## src/fic_defs.vh

```
// constants of the fusion configuration register bank
// What the document requires of this block and its host
// compass rate value is rate in hertz
// accel rate value is rate over ten
// gyro rate value is rate over ten
// zero rate shuts sensor and calibration down
// unsupported rate rounds up to next supported; code rounds accel and gyro only, compass rate passes through unrounded
// orientation rate is gyro rate over divisor
// divisor resets zero, zero acts as one
// control bit 0 allows standby
// control bit 1 selects raw sensor data
// control bit 2 selects euler, fourth zero
// control bit 3 selects 6dof fusion
// control bit 5 selects enu axes
// control bit 6 lets gyro sleep when still
// control register resets to zero
// host sets 6dof when no compass
// enable bits gate each event interrupt
// core restart event always interrupts
// multi byte write advances register address
// host should enable error interrupt
// status flags undefined while a rate zero
// host sets all rates nonzero first
// registers hold until written or reset
`ifndef FIC_DEFS_VH
`define FIC_DEFS_VH
`define FIC_IDX_QDIV 7'h32
`define FIC_IDX_EVEN 7'h33
`define FIC_IDX_ALGO 7'h54
`define FIC_IDX_MAG 7'h55
`define FIC_IDX_ACC 7'h56
`define FIC_IDX_GYR 7'h57
`define FIC_IDX_STAT 7'h58
`define FIC_RST_QDIV 8'h00
`define FIC_RST_EVEN 8'h01
`define FIC_RST_ALGO 8'h00
`define FIC_RST_RATE 8'h00
`define FIC_ALGO_STANDBY 0
`define FIC_ALGO_RAW 1
`define FIC_ALGO_EULER 2
`define FIC_ALGO_6DOF 3
`define FIC_ALGO_ENU 5
`define FIC_ALGO_GYRO_OFF 6
`define FIC_ALGO_MASK 8'h6f
`define FIC_EVEN_MASK 8'h3f
`define FIC_EV_RESTART 0
`define FIC_EV_ERROR 1
`define FIC_EV_ORIENT 2
`define FIC_EV_COMPASS 3
`define FIC_EV_ACCEL 4
`define FIC_EV_ROTATION 5
`define FIC_RATE_SCALE 12'd10
`define FIC_RATE_W 12
`endif

```

## src/fic_odr.v

```verilog
// picks the sensor output rate actually used for a requested rate
`include "fic_defs.vh"
module fic_odr #(
  parameter N = 8,
  parameter [N*`FIC_RATE_W-1:0] RATES = {12'd1600, 12'd800, 12'd400, 12'd200,
                                         12'd100, 12'd50, 12'd25, 12'd10}
) (
  input wire [`FIC_RATE_W-1:0] req_hz,
  output reg [`FIC_RATE_W-1:0] use_hz,
  output wire on
);
  // table is ascending; first entry at or above the request wins
  wire [N-1:0] fits;
  genvar g;
  generate
    for (g = 0; g < N; g = g + 1) begin : g_fit
      assign fits[g] = RATES[g*`FIC_RATE_W +: `FIC_RATE_W] >= req_hz;
    end
  endgenerate

  integer i;
  reg hit;
  always @* begin
    hit = 1'b0;
    // a request above the table saturates at the fastest rate
    use_hz = RATES[(N-1)*`FIC_RATE_W +: `FIC_RATE_W];
    for (i = 0; i < N; i = i + 1) begin
      if (fits[i] && !hit) begin
        use_hz = RATES[i*`FIC_RATE_W +: `FIC_RATE_W];
        hit = 1'b1;
      end
    end
    if (req_hz == {`FIC_RATE_W{1'b0}}) begin
      use_hz = {`FIC_RATE_W{1'b0}};
    end
  end

  assign on = req_hz != {`FIC_RATE_W{1'b0}};
endmodule // fic_odr

```

## src/fic_regs.v

```verilog
// configuration register bank of the fusion coprocessor, apb slave
//
// Added by the designer: the APB interface to the registers.
`include "fic_defs.vh"
module fic_regs #(
  parameter ACC_N = 8,
  parameter [ACC_N*`FIC_RATE_W-1:0] ACC_RATES = {12'd1600, 12'd800, 12'd400, 12'd200,
                                                 12'd100, 12'd50, 12'd25, 12'd10},
  parameter GYR_N = 8,
  parameter [GYR_N*`FIC_RATE_W-1:0] GYR_RATES = {12'd1600, 12'd800, 12'd400, 12'd200,
                                                 12'd100, 12'd50, 12'd25, 12'd10}
) (
  input wire core_clk,
  input wire nrst,
  input wire psel,
  input wire penable,
  input wire pwrite,
  input wire [31:0] paddr,
  input wire [31:0] pwdata,
  input wire [3:0] pstrb,
  output reg [31:0] prdata,
  output reg pready,
  output reg pslverr,
  input wire [5:0] event_pulse,
  input wire rotation_sample,
  input wire [2:0] flags_in,
  output reg host_irq,
  output reg orientation_tick,
  output reg [`FIC_RATE_W-1:0] compass_rate_hz,
  output reg [`FIC_RATE_W-1:0] accel_rate_hz,
  output reg [`FIC_RATE_W-1:0] rotation_rate_hz,
  output reg [2:0] sensor_on,
  output reg [2:0] calib_on,
  output reg standby_allow,
  output reg unscaled_output_select,
  output reg euler_output_select,
  output reg six_dof_select,
  output reg enu_axes_select,
  output reg gyro_still_off_allow,
  output reg [2:0] flags_out,
  output reg flags_valid
);
  reg [7:0] orientation_rate_divisor_q;
  reg [7:0] event_interrupt_enable_q;
  reg [7:0] fusion_option_control_q;
  reg [7:0] compass_rate_q;
  reg [7:0] accel_rate_div10_q;
  reg [7:0] rotation_rate_div10_q;
  reg [7:0] div_cnt_q;
  reg [7:0] status_d;
  reg [7:0] rd_byte;
  reg [31:0] rd_d;
  reg err_d;

  // byte address is four times the register index
  wire [6:0] idx = paddr[8:2];
  wire addr_ok = paddr[31:9] == 23'h000000 && paddr[1:0] == 2'b00;
  wire setup = psel && !penable;
  wire commit = psel && penable && pready;
  wire do_wr = commit && pwrite && !pslverr;

  function is_cfg;
    input [6:0] i;
    begin
      is_cfg = i == `FIC_IDX_QDIV || i == `FIC_IDX_EVEN ||
               (i >= `FIC_IDX_ALGO && i <= `FIC_IDX_GYR);
    end
  endfunction

  // lane k of a write lands on index + k, so one word fills
  // consecutive rate registers from a single transfer
  wire [6:0] lane_idx0 = idx;
  wire [6:0] lane_idx1 = idx + 7'd1;
  wire [6:0] lane_idx2 = idx + 7'd2;
  wire [6:0] lane_idx3 = idx + 7'd3;

  function [7:0] lane_pick;
    input [6:0] target;
    input [7:0] cur;
    input [6:0] i0;
    input [6:0] i1;
    input [6:0] i2;
    input [6:0] i3;
    input [3:0] strb;
    input [31:0] data;
    begin
      lane_pick = cur;
      if (strb[0] && i0 == target) begin
        lane_pick = data[7:0];
      end
      if (strb[1] && i1 == target) begin
        lane_pick = data[15:8];
      end
      if (strb[2] && i2 == target) begin
        lane_pick = data[23:16];
      end
      if (strb[3] && i3 == target) begin
        lane_pick = data[31:24];
      end
    end
  endfunction

  // rate values scaled to hertz
  wire [`FIC_RATE_W-1:0] mag_req_hz = {4'h0, compass_rate_q};
  wire [`FIC_RATE_W-1:0] acc_req_hz;
  wire [`FIC_RATE_W-1:0] gyr_req_hz;
  wire [23:0] acc_prod = {16'h0000, accel_rate_div10_q} * {12'h000, `FIC_RATE_SCALE};
  wire [23:0] gyr_prod = {16'h0000, rotation_rate_div10_q} * {12'h000, `FIC_RATE_SCALE};
  assign acc_req_hz = acc_prod[`FIC_RATE_W-1:0];
  assign gyr_req_hz = gyr_prod[`FIC_RATE_W-1:0];

  wire [`FIC_RATE_W-1:0] acc_use_hz;
  wire [`FIC_RATE_W-1:0] gyr_use_hz;
  wire acc_on;
  wire gyr_on;

  fic_odr #(
    .N(ACC_N),
    .RATES(ACC_RATES)
  ) u_acc_odr (
    .req_hz(acc_req_hz),
    .use_hz(acc_use_hz),
    .on(acc_on)
  );

  fic_odr #(
    .N(GYR_N),
    .RATES(GYR_RATES)
  ) u_gyr_odr (
    .req_hz(gyr_req_hz),
    .use_hz(gyr_use_hz),
    .on(gyr_on)
  );

  wire mag_on = compass_rate_q != 8'h00;
  wire all_on = mag_on && acc_on && gyr_on;

  always @* begin
    status_d = {4'h0, gyr_on, acc_on, mag_on, all_on};
  end

  // read data is latched in the setup cycle so prdata is a flop
  always @* begin
    rd_byte = 8'h00;
    case (idx)
      `FIC_IDX_QDIV: rd_byte = orientation_rate_divisor_q;
      `FIC_IDX_EVEN: rd_byte = event_interrupt_enable_q;
      `FIC_IDX_ALGO: rd_byte = fusion_option_control_q;
      `FIC_IDX_MAG: rd_byte = compass_rate_q;
      `FIC_IDX_ACC: rd_byte = accel_rate_div10_q;
      `FIC_IDX_GYR: rd_byte = rotation_rate_div10_q;
      `FIC_IDX_STAT: rd_byte = status_d;
      default: rd_byte = 8'h00;
    endcase
    rd_d = {24'h000000, rd_byte};
    err_d = !addr_ok || !(is_cfg(idx) || (!pwrite && idx == `FIC_IDX_STAT));
  end

  // apb handshake: one wait-free access cycle after setup
  always @(posedge core_clk or negedge nrst) begin
    if (!nrst) begin
      pready <= 1'b0;
      pslverr <= 1'b0;
      prdata <= 32'h00000000;
    end else if (setup) begin
      pready <= 1'b1;
      pslverr <= err_d;
      prdata <= (pwrite || err_d) ? 32'h00000000 : rd_d;
    end else if (commit) begin
      pready <= 1'b0;
      pslverr <= 1'b0;
      prdata <= 32'h00000000;
    end
  end

  // configuration storage, held until written again or reset
  always @(posedge core_clk or negedge nrst) begin
    if (!nrst) begin
      orientation_rate_divisor_q <= `FIC_RST_QDIV;
      event_interrupt_enable_q <= `FIC_RST_EVEN;
      fusion_option_control_q <= `FIC_RST_ALGO;
      compass_rate_q <= `FIC_RST_RATE;
      accel_rate_div10_q <= `FIC_RST_RATE;
      rotation_rate_div10_q <= `FIC_RST_RATE;
    end else if (do_wr) begin
      orientation_rate_divisor_q <= lane_pick(`FIC_IDX_QDIV, orientation_rate_divisor_q,
        lane_idx0, lane_idx1, lane_idx2, lane_idx3, pstrb, pwdata);
      event_interrupt_enable_q <= `FIC_EVEN_MASK & lane_pick(`FIC_IDX_EVEN,
        event_interrupt_enable_q, lane_idx0, lane_idx1, lane_idx2, lane_idx3,
        pstrb, pwdata);
      fusion_option_control_q <= `FIC_ALGO_MASK & lane_pick(`FIC_IDX_ALGO,
        fusion_option_control_q, lane_idx0, lane_idx1, lane_idx2, lane_idx3,
        pstrb, pwdata);
      compass_rate_q <= lane_pick(`FIC_IDX_MAG, compass_rate_q,
        lane_idx0, lane_idx1, lane_idx2, lane_idx3, pstrb, pwdata);
      accel_rate_div10_q <= lane_pick(`FIC_IDX_ACC, accel_rate_div10_q,
        lane_idx0, lane_idx1, lane_idx2, lane_idx3, pstrb, pwdata);
      rotation_rate_div10_q <= lane_pick(`FIC_IDX_GYR, rotation_rate_div10_q,
        lane_idx0, lane_idx1, lane_idx2, lane_idx3, pstrb, pwdata);
    end
  end

  // orientation tick every divisor-th gyro sample, zero treated as one
  wire [7:0] div_eff = (orientation_rate_divisor_q == 8'h00) ? 8'h01 :
                       orientation_rate_divisor_q;
  wire div_wrap = div_cnt_q >= div_eff - 8'h01;

  always @(posedge core_clk or negedge nrst) begin
    if (!nrst) begin
      div_cnt_q <= 8'h00;
      orientation_tick <= 1'b0;
    end else begin
      orientation_tick <= 1'b0;
      if (!gyr_on) begin
        div_cnt_q <= 8'h00;
      end else if (rotation_sample) begin
        if (div_wrap) begin
          div_cnt_q <= 8'h00;
          orientation_tick <= 1'b1;
        end else begin
          div_cnt_q <= div_cnt_q + 8'h01;
        end
      end
    end
  end

  // event gating; restart bypasses its enable
  wire [5:0] ev_gate = event_pulse & event_interrupt_enable_q[5:0];
  wire irq_d = event_pulse[`FIC_EV_RESTART] || (|ev_gate);

  // steering outputs, all registered
  always @(posedge core_clk or negedge nrst) begin
    if (!nrst) begin
      host_irq <= 1'b0;
      compass_rate_hz <= {`FIC_RATE_W{1'b0}};
      accel_rate_hz <= {`FIC_RATE_W{1'b0}};
      rotation_rate_hz <= {`FIC_RATE_W{1'b0}};
      sensor_on <= 3'b000;
      calib_on <= 3'b000;
      standby_allow <= 1'b0;
      unscaled_output_select <= 1'b0;
      euler_output_select <= 1'b0;
      six_dof_select <= 1'b0;
      enu_axes_select <= 1'b0;
      gyro_still_off_allow <= 1'b0;
      flags_out <= 3'b000;
      flags_valid <= 1'b0;
    end else begin
      host_irq <= irq_d;
      compass_rate_hz <= mag_req_hz;
      accel_rate_hz <= acc_use_hz;
      rotation_rate_hz <= gyr_use_hz;
      sensor_on <= {gyr_on, acc_on, mag_on};
      // background calibration needs its sensor running
      calib_on <= {gyr_on, acc_on, mag_on};
      standby_allow <= fusion_option_control_q[`FIC_ALGO_STANDBY];
      unscaled_output_select <= fusion_option_control_q[`FIC_ALGO_RAW];
      euler_output_select <= fusion_option_control_q[`FIC_ALGO_EULER];
      six_dof_select <= fusion_option_control_q[`FIC_ALGO_6DOF];
      enu_axes_select <= fusion_option_control_q[`FIC_ALGO_ENU];
      gyro_still_off_allow <= fusion_option_control_q[`FIC_ALGO_GYRO_OFF];
      // masked to zero rather than passing stale garbage
      flags_out <= all_on ? flags_in : 3'b000;
      flags_valid <= all_on;
    end
  end
endmodule // fic_regs

```

## config.mk

```make
export PLATFORM = sky130hd
export DESIGN_NAME = fic_regs
export DESIGN_NICKNAME = d
export VERILOG_FILES = /design/src/fic_odr.v /design/src/fic_regs.v
export VERILOG_INCLUDE_DIRS = /design/src
export SDC_FILE = /design/constraint.sdc
export NUM_CORES = 1
export LEC_CHECK = 0
export ABC_CLOCK_PERIOD_IN_PS = 4400
export BUFFER_PORTS_ARGS = -buffer_cell sky130_fd_sc_hd__buf_2
export CORE_UTILIZATION = 40
export CTS_CLUSTER_SIZE = 8
export DETAILED_ROUTE_END_ITERATION = 12
export GPL_ROUTABILITY_DRIVEN = 0
export MAX_ROUTING_LAYER = met4
export PLACE_DENSITY = 0.71
export SYNTH_ARGS = -nofsm -noshare
export SYNTH_HDL_FRONTEND = slang
export SYNTH_SLANG_ARGS = --single-unit
```

## constraint.sdc

```tcl
create_clock -name core_clk -period 4.4 [get_ports core_clk]
set_input_delay 0.44 -clock core_clk [delete_from_list [all_inputs] [get_ports core_clk]]
set_output_delay 0.44 -clock core_clk [all_outputs]
set_load 0.01 [all_outputs]
```

* After elaboration in Yosys (flattened, before gate mapping)
Index checks and enable logic that the tools add are counted.
** Word-level totals
- Flip-flop bits (word level) :: 133
- Input bits :: 83
- Output and inout port bits :: 88
** Cells by class
- Reductions and logical operators :: 95
- Add/subtract/negate cells :: 5
- Magnitude comparators :: 19
- Multiplexer cells :: 71
- Equal/unequal tests :: 26
- Bitwise logic cells :: 1
- $mul :: 2
** Operators with widths (number)
- 2-to-1 mux 12 bit :: 16
- 2-to-1 mux 8 bit :: 21
- equality test 7 bit, second input constant :: 17
- 2-to-1 mux 32 bit :: 2
- equality test 7 x 6 -> 1 bit, second input constant :: 8
- one-hot mux 8 bit (7 select lines) :: 1
- logical AND 1 bit :: 48
- 2-to-1 mux 7 bit :: 4
- greater-or-equal comparator 10 x 12 -> 1 bit, first input constant :: 2
- greater-or-equal comparator 11 x 12 -> 1 bit, first input constant :: 2
- greater-or-equal comparator 4 x 12 -> 1 bit, first input constant :: 2
- greater-or-equal comparator 5 x 12 -> 1 bit, first input constant :: 2
- greater-or-equal comparator 6 x 12 -> 1 bit, first input constant :: 2
- greater-or-equal comparator 7 x 12 -> 1 bit, first input constant :: 2
- greater-or-equal comparator 8 x 12 -> 1 bit, first input constant :: 2
- greater-or-equal comparator 9 x 12 -> 1 bit, first input constant :: 2
- zero test 12 bit :: 2
- 2-to-1 mux 6 bit :: 4
- nonzero test 12 bit :: 2
- nonzero test 4 bit :: 6
- zero test 23 bit :: 1
- multiplier 8 x 3 -> 11 bit, second input constant :: 2
- 2-to-1 mux 11 bit :: 2
- 2-to-1 mux 1 bit :: 20
- other kinds (18) :: 47

* Logic depth before layout (Yosys ltp)
Gate-level depths: netlist of the first run.
- Depth after elaboration :: 25
- Mapped depth :: 14
- Gate-level depth less buffers :: 13

* By module
From an unflattened synthesis of the first run, not the netlist that was laid out.
** Unflattened totals
- Cell total of the unflattened synthesis :: 850
- Area total of the unflattened synthesis :: 7718.7 um^2
** Modules (own cells, without submodules)
- fic_regs :: instances 1, cells an instance 742, area an instance 7065.5 um^2, seq. area each 2728.9 um^2
- fic_odr :: instances 2, cells an instance 54, area an instance 326.6 um^2, seq. area each 0.0 um^2

* Least setup slack after synthesis of the first run
OpenSTA, ideal clock, no wires.
- Path kind :: register to register
- From :: register orientation_rate_divisor_q[5]
- To :: register div_cnt_q[4]
- Setup time :: 0.082 ns
- Slack :: 1.249 ns
- Period minus slack after synthesis :: 3.151 ns
- Data arrival time :: 3.069 ns
- Cell stages (with the launch flop) :: 15
- Data required time :: 4.318 ns
- Cells stage by stage :: dfrtp_1 > or4_1 > nor3_1 > a21oi_1 > ha_1 > inv_1 > nor2_1 > xnor2_1 > ha_1 > a2111oi_0 > nand2b_1 > a21oi_1 > clkbuf_1 > o211ai_1 > a31oi_1
** On the way
- Longest elaborated chain between the ends :: 7
** RTL lines
- start, declared :: RTL line fic_regs.v:43 : reg [7:0] orientation_rate_divisor_q;
- start signal, assigned :: RTL line fic_regs.v:179 : orientation_rate_divisor_q <= `FIC_RST_QDIV;
- start signal, assigned :: RTL line fic_regs.v:186 : orientation_rate_divisor_q <= lane_pick(`FIC_IDX_QDIV, orientation_rate_divisor_q,
- zero test 8 bit :: RTL line fic_regs.v:204 : wire [7:0] div_eff = (orientation_rate_divisor_q == 8'h00) ? 8'h01 :
- 2-to-1 mux 8 bit * :: RTL line fic_regs.v:204
- subtractor 8 x 1 -> 8 bit * :: RTL line fic_regs.v:206 : wire div_wrap = div_cnt_q >= div_eff - 8'h01;
- greater-or-equal comparator 8 bit * :: RTL line fic_regs.v:206
- 2-to-1 mux 8 bit * :: RTL line fic_regs.v:217 : if (div_wrap) begin
- 2-to-1 mux 8 bit * :: RTL line fic_regs.v:216 : end else if (rotation_sample) begin
- 2-to-1 mux 8 bit * :: RTL line fic_regs.v:214 : if (!gyr_on) begin
- end signal, assigned :: RTL line fic_regs.v:221 : div_cnt_q <= div_cnt_q + 8'h01;
- end, declared :: RTL line fic_regs.v:49 : reg [7:0] div_cnt_q;
Mark *: on every way between the ends. The rest lies on a longest branch, timed or not. The select of a mux whose other input is x is not followed.
A chain may end at the register's enable or synchronous reset.

* Worst setup path in the final report of the first run
- From :: register orientation_rate_divisor_q[5]
- To :: register div_cnt_q[3]
The elaborated chain is that of the path after synthesis.

==> results.md, run 1 <==
- Arrival time worst endpoint: between 3 and 4 ns
- Final-stage net count: between 1000 and 1500
- Setup crit start kind: flip-flop
- Vias per cell: slightly above 6
- Post-synth ARST share: 100%
- Starting density of the core: around two fifths
- Post_cts resized: 0
- Site Rows: 52
- Design Power: roughly 2.6 mW
- Status: finished clean
- DRT Wirelength: 25.8 mm
- Ys flop type: dfrtp_1
- Ports: 171
- Post-synthesis compound-gate area fraction: 28.7%
- CTS tree: done
- Cell area after synthesis: 8270 sq um
- DR WL/cell: around 20 um
- Netlist cell types: 87
- Worst-Margin Slew: approximately 1.2 ns
- Clock sink count: approximately 110
- GRT Total Usage: about 25%
- Fraction of layout cells with a size suffix above 1: 19.8%
- CP Capture Type: flip-flop
- Core area: a little over 20000 sq um
- M3 GR Usage: 5.27%
- Clock share of power: ~31%
- Remaining DRCs: 0
- Slew Viols, Final: 0
- Leak: between 4 and 5 nW
- Setup CP Type: reg2reg
- Busiest grt layer: met2
- Skew final: 0.00623 ns
- Synth warn: 0
- Cell taking the most area after synthesis: dfrtp_1
- Largest net degree at the start of global routing: 75
- Vias in the first global route: 7640
- FMAX: ~0.27 GHz
- Area grow syn2layout: 13.1%
- Synth Area in XOR/XNOR: roughly 1.5%
- Net Sw Frac: roughly a third
- EDFF count, synth: 0
- Multiplexer area fraction after synthesis: ~6.3%
- Crit-path max FO: 11
- Fin crit share: ~83%
- Iter 0 DRT Violations: just under 800
- Tmin final: roughly 3.6 ns
- Max_cap viols: 0
- Worst-Skew Late Latency: approximately 0.36 ns
- Gate Count Post-Synth: between 900 and 1000
- Register share of total power: 42.4%
- Yosys top cell area share: approximately a third
- Initial antenna violation count: 0
- First-pass GRT wire length: approximately 40 mm
- DRT Pass-1 Iters: 6
- Peak VDD IR: between 200 and 250 uV
- Post-synthesis simple-gate area fraction: 18.2%
- Met1 usage: 33.8%
- Vias: about 8100
- Max clock buf depth: 2
- Power per Cell Area: between 200 and 300 nW/um^2
- Clock Pin Slew Worst Setup and Hold Paths: roughly 0.080 ns
- Psw: between 0.8 and 0.9 mW
- WP data required: around 4.7 ns
- CTS Hold Bufs: 0
- Ant. Diodes: 0
- Internal: around 1.7 mW
- Largest family of logic cells by synthesized area: compound AO/OA/AOI/OAI gates
- Die X: between 100 and 150 um
- Commonest non-fill, non-tap cell in the layout: buf_2
- Fin Setup TNS: 0 ns
- Synth top area cells: dfrtp_1, ha_1, mux2i_1
- Adder-cell share of the synthesized area: 5.93%
- Post-CTS setup buffer count: 0
- Die ar.: 21300 sq um
- Register area share after synthesis: 32.4%
- Met2 global-route usage: a little over a third
- Number of setup violations in the final report: 0
- PortBufs: 140
- Mean post-synth cell area: 8.86 sq um
- Routed Antenna Nets: 0
- Post-synthesis register bit count: approximately 110
- Root Buffer: clkbuf_16
- Combinational Power Share: between 20% and 30%
- H-Tree Depth: 3
- Num CTS Buffers: 9
- Hold Crit Class: in2async
- Most frequent cells in the layout: buf_2, dfrtp_1, nand2_1
- Hold Vio Cnt, Final: 0
- Die Y: approximately 150 um
- DP Wirelength: between 15 and 20 mm
- Remaining Overflow, GRT: 0
- RSZ-0062 raised after global routing: false
- Relative slew slack: 19.0%
-- logic make-up after synthesis --
| logic type | after synthesis |
|---|---|
| mux | 48 |
| fa+ha+maj | 38 |
| flops | 107 |
| xor+xnor | 14 |
| other cells | 1 |
| buf+inv | 112 |
| simple gates | 293 |
| compound gates | 320 |
-- per-layer routing --
layer	wire length, um	vias to the layer above	share of wire [%]
li1	-	3742	-
met1	11100	3809	43
met2	11000	484	43
met3	2580	98	10
met4	1140	0	4.4
met5	0	-	0
-- state kept, by name, indices dropped and copies added, names as in the netlist, 3 cells and up --
name and flops:
accel_rate_hz 11, rotation_rate_hz 11, accel_rate_div10_q 8, compass_rate_hz 8, compass_rate_q 8, div_cnt_q 8, orientation_rate_divisor_q 8, prdata 8
rotation_rate_div10_q 8, event_interrupt_enable_q 6, fusion_option_control_q 6, calib_on 3, flags_out 3
-- worst max-delay path, stage by stage (launching register included) --
cell and delay, ns:
dfrtp_1 0.42, or4_1 0.58, nor3_1 0.21, a21oi_1 0.13
ha_1 0.23, inv_1 0.08, nor2_1 0.05, xnor2_1 0.12
ha_1 0.27, o21a_1 0.16, o21ai_0 0.92, o211ai_1 0.17
a31oi_1 0.22
-- cell usage after synthesis, types with 9 or more instances --
library cell / n
ha_1: 36
a211o_1: 21
a31oi_1: 34
clkbuf_1: 35
mux2_2: 11
buf_2: 12
buf_4: 33
mux2i_1: 35
o21a_1: 9
nand3_1: 15
o21ai_0: 38
o31ai_1: 13
nor3_1: 14
a21o_1: 15
a32oi_1: 13
a221oi_1: 10
o211ai_1: 20
nand2_1: 83
inv_1: 24
o22a_1: 10
nor2b_1: 10
and2_1: 12
nor2_1: 66
nor4_1: 17
a21oi_1: 40
a22oi_1: 24
dfrtp_1: 106
nand2b_1: 16
and4_1: 9
-- through the flow --
step           cell area [sq um]  util [%]  setup slack (ns)  cells  hold WS [ns]
2_1_floorplan               8380         -              1.25    962         0.144
3_3_place_gp                9070      44.8             0.879   1303         0.409
3_5_place_dp                9070      44.8             0.815   1303         0.409
4_1_cts                     9360      46.2             0.800   1319         0.250
5_1_grt                     9360      46.2             0.571   1319         0.292
6_report                    9360      46.2             0.751   1319         0.205
-- power by group through the flow --
| stage | clock, mW | combinational, mW | sequential [mW] |
|---|---|---|---|
| CTS | 0.814 | 0.675 | 1.09 |
| global route | 0.845 | 0.743 | 1.10 |
| floorplan | 0 | 0.413 | 1.13 |
| finish | 0.802 | 0.681 | 1.09 |
| global placement | 0 | 0.666 | 1.11 |
| detailed placement | 0 | 0.672 | 1.11 |
-- layout make-up --
class	count	area [sq um]
fillers	1983	10900
multi-input cells	743	5120
flip-flops and latches	107	2680
repair buffers	158	838
well taps	270	338
clock buffers	10	229
inverters	25	93.8
clock inverters	6	60.1
-- final timing paths --
path | slack [ns] | cells after the start | startpoint | endpoint
worst max register to register | 0.75 | 12 | orientation_rate_divisor_q[5] | div_cnt_q[3]
worst min-delay path | 0.20 | 1 | nrst | div_cnt_q[2]
max in group asynchronous | 3.13 | 2 | nrst | event_interrupt_enable_q[0]
min in group core_clk | 0.29 | 3 | event_pulse[0] | host_irq
worst max-delay path | 0.75 | 12 | orientation_rate_divisor_q[5] | div_cnt_q[3]
worst min register to register | 0.42 | 0 | fusion_option_control_q[1] | unscaled_output_select
No activity file was read; power rests on OpenSTA's default activity.
==> run 2, diff against run 1 <==
--- a/config.mk
+++ b/config.mk
@@ -6,7 +6,8 @@
 export SDC_FILE = /design/constraint.sdc
 export NUM_CORES = 1
 export LEC_CHECK = 0
-export ABC_CLOCK_PERIOD_IN_PS = 4400
+export ABC_AREA = 1
+export ABC_CLOCK_PERIOD_IN_PS = 3800
 export BUFFER_PORTS_ARGS = -buffer_cell sky130_fd_sc_hd__buf_2
 export CORE_UTILIZATION = 40
 export CTS_CLUSTER_SIZE = 8
==> constraint.sdc (replaced) <==
create_clock -name core_clk -period 3.8 [get_ports core_clk]
set_input_delay 0.38 -clock core_clk [delete_from_list [all_inputs] [get_ports core_clk]]
set_output_delay 0.38 -clock core_clk [all_outputs]
set_load 0.01 [all_outputs]
==> run 2 against run 1 <==
Effect of this change: first-iteration DRC count down 6.4%; via count is 5.9% higher; non-clock buffer count decreased by 14; highest routed layer unchanged; die area increased by 0.21%; clock power is 19% higher; power increased by 9.5%; count of clock-buffer cells in the layout is 1 lower; critical path depth is 1 lower.
==> results.md, run 2 <==
- Status: finished clean (unchanged)
- Die ar.: 21300 sq um (about the same)
- Iter 0 DRT Violations: 743 (was 794)
- Mean post-synth cell area: 6.52 sq um (was 8.86 sq um)
- Combinational Power Share: 22.3% (was 26.4%)
- Tmin final: 3.26 ns (was 3.65 ns)
- Clock sink count: 107 (unchanged)
- CTS Hold Bufs: 0 (unchanged)
- DR WL/cell: 14.5 um (was 19.6 um)
- Die X: 146 um (about the same)
- DP Wirelength: 19.7 mm (was 19.3 mm)
- Fin Setup TNS: 0 ns (unchanged)
- Critical-path cell list: ha_1, ha_1, fa_1, nor2_1, inv_1, nor2_1, nand2_1, nor3_1, nand3_1, nand3_1, o21ai_0 (was or4_1, nor3_1, a21oi_1, ha_1, inv_1, nor2_1, xnor2_1, ha_1, o21a_1, o21ai_0, o211ai_1, a31oi_1)
- Starting density of the core: 40.8% (was 40.9%)
- Ys flop type: dfrtp_1 (unchanged)
- Vias in the first global route: 7686 (was 7640)
- Largest family of logic cells by synthesized area: simple AND/OR/NAND/NOR gates (was compound AO/OA/AOI/OAI gates)
- Worst Path Buf+Inv: 1 (unchanged)
- Commonest non-fill, non-tap cell in the layout: nand2_1 (was buf_2)
- CP Depth: 11 (was 12)
- Number of setup violations in the final report: 0 (unchanged)
- Register area share after synthesis: 32.3% (was 32.4%)
- Design Power: 2.82 mW (was 2.58 mW)
- Slew Viols, Final: 0 (unchanged)
- RSZ-0062 raised after global routing: false (unchanged)
- GRT Total Usage: 23.8% (was 25.1%)
- Adder-cell share of the synthesized area: 5.92% (was 5.93%)
- Root Buffer: clkbuf_16 (unchanged)
- First-pass GRT wire length: 39.2 mm (was 40.9 mm)
- Num CTS Buffers: 9 (unchanged)
- Placed cell area: 9150 sq um (was 9070 sq um)
- Die Y: 146 um (about the same)
- Most frequent cells in the layout: nand2_1, buf_2, nand3_1 (was buf_2, dfrtp_1, nand2_1)
- Max_cap viols: 0 (unchanged)
- Remaining Overflow, GRT: 0 (unchanged)
- Synth warn: 0 (unchanged)
- CTS tree: done (unchanged)
- WP data required: 4.02 ns (was 4.68 ns)
- Slowest CP cell: fa_1 (was o21ai_0)
- Routed Antenna Nets: 0 (unchanged)
- Max clock buf depth: 2 (unchanged)
- Yosys top cell area share: 32.0% (was 32.1%)
- Gate Count Post-Synth: 1271 (was 933)
- Crit-path max FO: 16 (was 11)
- Multiplexer area fraction after synthesis: 0% (was 6.28%)
- DRT Wirelength: 24.5 mm (was 25.8 mm)
- Most numerous cell in the Yosys netlist: nand2_1 (was dfrtp_1)
- H-Tree Depth: 3 (unchanged)
- Commonest cells post-synth: nand2_1, nand3_1, inv_1 (was dfrtp_1, nand2_1, nor2_1)
- Internal: 1.94 mW (was 1.70 mW)
- Remaining DRCs: 0 (unchanged)
- Core area: 20300 sq um (was 20200 sq um)
- Site Rows: 52 (unchanged)
- Worst-Skew Late Latency: 0.35 ns (was 0.36 ns)
- PortBufs: 140 (unchanged)
- Worst-Margin Slew: 0.996 ns (was 1.20 ns)
- Psw: 0.882 mW (was 0.872 mW)
- Hold Vio Cnt, Final: 0 (unchanged)
- Power per Cell Area: 298 nW/um^2 (was 275 nW/um^2)
- Relative slew slack: 33.1% (was 19.0%)
- Cells on worst reg2reg path: 11 (was 12)
- Ant. Diodes: 0 (unchanged)
- Skew final: 0.00714 ns (was 0.00623 ns)
- Final-stage net count: 1528 (was 1165)
- CP Capture Type: flip-flop (unchanged)
- Leak: 5.50 nW (was 4.54 nW)
- Fin area: 9450 sq um (was 9360 sq um)
- Largest regs: accel_rate_hz: 11 flops, rotation_rate_hz: 11 flops (unchanged)
- Vias per cell: 5.12 (was 6.17)
- Post-synthesis simple-gate area fraction: 41.5% (was 18.2%)
- Setup crit start kind: flip-flop (unchanged)
- Synth top area cells: dfrtp_1, nand2_1, nand3_1 (was dfrtp_1, ha_1, mux2i_1)
- Ports: 171 (unchanged)
- Area grow syn2layout: 14.0% (was 13.1%)
- Fraction of layout cells with a size suffix above 1: 15.2% (was 19.8%)
- Clock share of power: 33.9% (was 31.2%)
- DP Worst Slack: 0.543 ns (was 0.815 ns)
- Post-synthesis register bit count: 107 (unchanged)
- Clock Pin Slew Worst Setup and Hold Paths: 0.07 ns (was 0.08 ns)
- Synth Area in XOR/XNOR: 1.57% (was 1.48%)
- Cell family with most CP delay: simple AND/OR/NAND/NOR gates (was compound AO/OA/AOI/OAI gates)
- Fin crit share: 85.7% (was 82.9%)
- Post-CTS setup buffer count: 0 (unchanged)
- DRT Pass-1 Iters: 5 (was 6)
- Largest net degree at the start of global routing: 70 (was 75)
- Setup CP Type: reg2reg (unchanged)
- Cell area after synthesis: 8290 sq um (was 8270 sq um)
- Final setup margin: 0.544 ns (was 0.751 ns)
- Hold Crit Class: in2async (unchanged)
- Peak VDD IR: 229 uV (was 214 uV)
- Arrival time worst endpoint: 3.48 ns (was 3.93 ns)
- Register share of total power: 43.8% (was 42.4%)
- Worst stage delay on the critical path: 0.51 ns (was 0.92 ns)
- Vias: 8610 (was 8133)
- Initial antenna violation count: 0 (unchanged)
- Cell taking the most area after synthesis: dfrtp_1 (unchanged)
- Net Sw Frac: 31.3% (was 33.9%)
- Netlist cell types: 46 (was 87)
- EDFF count, synth: 0 (unchanged)
- Post_cts resized: 0 (unchanged)
- Post-synth ARST share: 100% (unchanged)
- FMAX: 0.307 GHz (was 0.274 GHz)
- Post-synthesis compound-gate area fraction: 8.54% (was 28.7%)
[run 2: cell count changes after synthesis, sizes merged, moves of 29 or more]
cell and delta:
clkbuf -29, mux2i -35, nand2 +391, o21ai +48, nand3 +120, nor2 +68
a31oi -40, inv +109
[run 2: worst reg2reg max path, stage by stage, from the launching register on]
cell,delay [ns]
dfrtp_1,0.42
ha_1,0.31
ha_1,0.23
fa_1,0.51
nor2_1,0.16
inv_1,0.07
nor2_1,0.14
nand2_1,0.06
nor3_1,0.20
nand3_1,0.47
nand3_1,0.43
o21ai_0,0.13
[run 2: worst paths after layout]
check | from | to | slack [ns]
setup / recovery | rotation_rate_div10_q[3] | div_cnt_q[5] | 0.54
hold / removal | nrst | orientation_tick | 0.14
setup reg to reg | rotation_rate_div10_q[3] | div_cnt_q[5] | 0.54
hold reg to reg | fusion_option_control_q[5] | enu_axes_select | 0.44
max in group asynchronous | nrst | fusion_option_control_q[0] | 2.87
min in group core_clk | flags_in[0] | flags_out[0] | 0.23
[run 2: through the flow]
step           cells  utilization [%]  hold WS [ns]
2_1_floorplan   1300                -        0.0844
3_3_place_gp    1666             45.1         0.425
3_5_place_dp    1666             45.1         0.424
4_1_cts         1681             46.6         0.178
5_1_grt         1681             46.6         0.219
6_report        1681             46.6         0.140
[run 2: kinds of logic after synthesis]
kind of cell / count (synthesis)
adders and majority gates: 38
DFF: 107
AOI/OAI and AO/OA: 127
xor gates and xnor gates: 14
other: 1
and+or+nand+nor: 798
buffers and inverters: 186
[run 2: power by group through the flow]
stage | Clock, mW | Combinational [mW] | Sequential, mW
after floorplan | 0 | 0.379 | 1.29
after global placement | 0 | 0.612 | 1.26
after detailed placement | 0 | 0.622 | 1.26
after CTS | 0.970 | 0.623 | 1.24
after global routing | 1.02 | 0.700 | 1.24
final | 0.955 | 0.629 | 1.24
[run 2: layout make-up]
cell class / instances / area (sq um)
clock inverters: 6 / 78.8
flip-flops and latches: 107 / 2680
fillers: 2112 / 10800
inverters: 138 / 519
multi-input cells: 1007 / 4880
clock buffers: 9 / 225
repair buffers: 144 / 733
well taps: 270 / 338
[run 2: layer usage]
layer  vias up  global-route usage, %  part of all wire [%]
li1       4302                      -                     -
met1      3854                   31.9                    45
met2       375                   36.3                    45
met3        79                   3.01                   6.8
met4         0                   10.0                   3.6
met5         -                      -                     0
==> run 3, diff against run 2 <==
--- a/config.mk
+++ b/config.mk
@@ -9,6 +9,7 @@
 export ABC_AREA = 1
 export ABC_CLOCK_PERIOD_IN_PS = 3800
 export BUFFER_PORTS_ARGS = -buffer_cell sky130_fd_sc_hd__buf_2
+export CORE_ASPECT_RATIO = 0.8
 export CORE_UTILIZATION = 40
 export CTS_CLUSTER_SIZE = 8
 export DETAILED_ROUTE_END_ITERATION = 12
==> run 3 against run 2 <==
Effect of this change: utilization increased by 0.50 points; largest cell class unchanged; register-to-register slack better by 0.27 ns; largest power group unchanged; hold slack got worse by 0.030 ns.
==> results.md, run 3 (synthesis results as in run 2) <==
- Number of setup violations in the final report: 0 (unchanged)
- First-pass GRT wire length: 40.4 mm (was 39.2 mm)
- Ant. Diodes: 0 (unchanged)
- Area of the multi-input gates: 4880 sq um (unchanged)
- Core area: 20100 sq um (was 20300 sq um)
- Starting density of the core: 41.3% (was 40.8%)
- Root Buffer: clkbuf_16 (unchanged)
- Hold_ws: 0.111 ns (was 0.140 ns)
- WP data required: 4.03 ns (was 4.02 ns)
- Largest net degree at the start of global routing: 71 (was 70)
- Worst-Margin Slew: 0.889 ns (was 0.996 ns)
- Most frequent cells in the layout: nand2_1, buf_2, nand3_1 (unchanged)
- Vias per cell: 5.17 (was 5.12)
- CP Capture Type: flip-flop (unchanged)
- Reg2Reg Launch Point: rotation_rate_div10_q[3] (unchanged)
- Fin Setup TNS: 0 ns (unchanged)
- DP Wirelength: 20.2 mm (was 19.7 mm)
- Ports: 171 (unchanged)
- Placed cell area: 9140 sq um (was 9150 sq um)
- Clock Pin Slew Worst Setup and Hold Paths: 0.07 ns (about the same)
- Reg2reg end: div_cnt_q[6] (was div_cnt_q[5])
- Initial antenna violation count: 0 (unchanged)
- Area grow syn2layout: 14.0% (about the same)
- Setup crit start kind: flip-flop (unchanged)
- DRT Pass-1 Iters: 6 (was 5)
- CTS tree: done (unchanged)
- FMAX: 0.335 GHz (was 0.307 GHz)
- Skew final: 0.00913 ns (was 0.00714 ns)
- Vias in the first global route: 7791 (was 7686)
- Site Rows: 46 (was 52)
- Fin crit share: 78.6% (was 85.7%)
- Remaining DRCs: 0 (unchanged)
- Leak: 5.50 nW (about the same)
- Worst-Skew Late Latency: 0.35 ns (about the same)
- Largest regs: accel_rate_hz: 11 flops, rotation_rate_hz: 11 flops (unchanged)
- Vias: 8672 (was 8610)
- Final-stage net count: 1528 (unchanged)
- GRT Total Usage: 25.1% (was 23.8%)
- Crit-path max FO: 15 (was 16)
- Slew Viols, Final: 0 (unchanged)
- H-Tree Depth: 3 (unchanged)
- Commonest non-fill, non-tap cell in the layout: nand2_1 (unchanged)
- PortBufs: 140 (unchanged)
- Die Y: 131 um (was 146 um)
- Peak VDD IR: 204 uV (was 229 uV)
- Hold Crit Class: in2async (unchanged)
- Setup CP Type: reg2reg (unchanged)
- Remaining Overflow, GRT: 0 (unchanged)
- Max_cap viols: 0 (unchanged)
- Die X: 163 um (was 146 um)
- CTS Hold Bufs: 0 (unchanged)
- Num CTS Buffers: 9 (unchanged)
- Status: finished clean (unchanged)
- DRT Wirelength: 25.1 mm (was 24.5 mm)
- Hold Vio Cnt, Final: 0 (unchanged)
- Routed Antenna Nets: 0 (unchanged)
- Relative slew slack: 40.7% (was 33.1%)
- Tmin final: 2.99 ns (was 3.26 ns)
- Cells on worst reg2reg path: 12 (was 11)
- Post_cts resized: 0 (unchanged)
- Fin area: 9450 sq um (about the same)
- Fraction of layout cells with a size suffix above 1: 15.2% (about the same)
- Post-CTS setup buffer count: 0 (unchanged)
- Clock sink count: 107 (unchanged)
- RSZ-0062 raised after global routing: false (unchanged)
- DR WL/cell: 15.0 um (was 14.5 um)
- Die ar.: 21300 sq um (about the same)
- R2R setup slack: 0.81 ns (was 0.54 ns)
- Fillcell total: 2094 (was 2112)
- Power per Cell Area: 302 nW/um^2 (was 298 nW/um^2)
- Max clock buf depth: 2 (unchanged)
- Iter 0 DRT Violations: 1076 (was 743)
- Arrival time worst endpoint: 3.22 ns (was 3.48 ns)
- Sequential cell area: 2680 sq um (unchanged)
run 3: cell types whose count changed in the layout (fill, tap and decap cells not counted), sizes merged:
cell,before,now
inv,138,135
clkinv,5,6
clkbuf,9,12
run 3: how the worst max path moves through the flow:
stage | endpoint | start | depth (start not counted) | slack, ns
3_5_place_dp | div_cnt_q[7] | rotation_rate_div10_q[3] | 14 | 0.86
6_report | div_cnt_q[6] | rotation_rate_div10_q[3] | 12 | 0.81
3_3_place_gp | div_cnt_q[0] | rotation_rate_div10_q[3] | 12 | 0.97
5_1_grt | div_cnt_q[4] | rotation_rate_div10_q[3] | 14 | 0.56
4_1_cts | div_cnt_q[6] | rotation_rate_div10_q[3] | 14 | 0.84
2_1_floorplan | div_cnt_q[0] | rotation_rate_div10_q[3] | 12 | 1.18
run 3: through the flow:
stage / instances / util [%] / setup slack, ns / power, mW
after floorplan: 1300 / - / 1.18 / 1.67
after global placement: 1660 / 45.5 / 0.972 / 1.88
after detailed placement: 1660 / 45.5 / 0.857 / 1.89
after CTS: 1676 / 47.1 / 0.841 / 2.85
after global routing: 1676 / 47.1 / 0.564 / 2.99
final: 1676 / 47.1 / 0.813 / 2.85
run 3: power breakdown:
| group | switching (mW) | internal, mW | leakage, nW |
|---|---|---|---|
| sequential | 0.0317 | 1.21 | 1.47 |
| clock | 0.426 | 0.552 | 0.153 |
| combinational | 0.422 | 0.214 | 3.88 |
| total | 0.880 | 1.97 | 5.50 |
run 3: worst max-delay path, cell delays in order (launching register included):
cell,delay [ns]
dfrtp_1,0.42
ha_1,0.31
ha_1,0.23
fa_1,0.53
nor2_1,0.16
inv_1,0.07
nor2_1,0.13
nand2_1,0.07
nor3_1,0.20
nand3_1,0.14
buf_4,0.23
nand3_1,0.23
o21ai_0,0.13
run 3: metal layers:
layer | vias to the layer above | track usage (%) | share of wire [%]
li1 | 4301 | - | -
met1 | 3895 | 37.4 | 47
met2 | 449 | 34.5 | 40
met3 | 27 | 5.90 | 12
met4 | 0 | 3.90 | 0.93
met5 | - | - | 0
run 3: layout make-up:
class,count,area share [%]
Multi-Input combinational cell,1007,51.6
Inverter,138,5.49
Timing Repair Buffer,144,7.76
Tap cell,264,3.49
Sequential cell,107,28.3
Clock buffer,12,2.71
Clock inverter,4,0.596
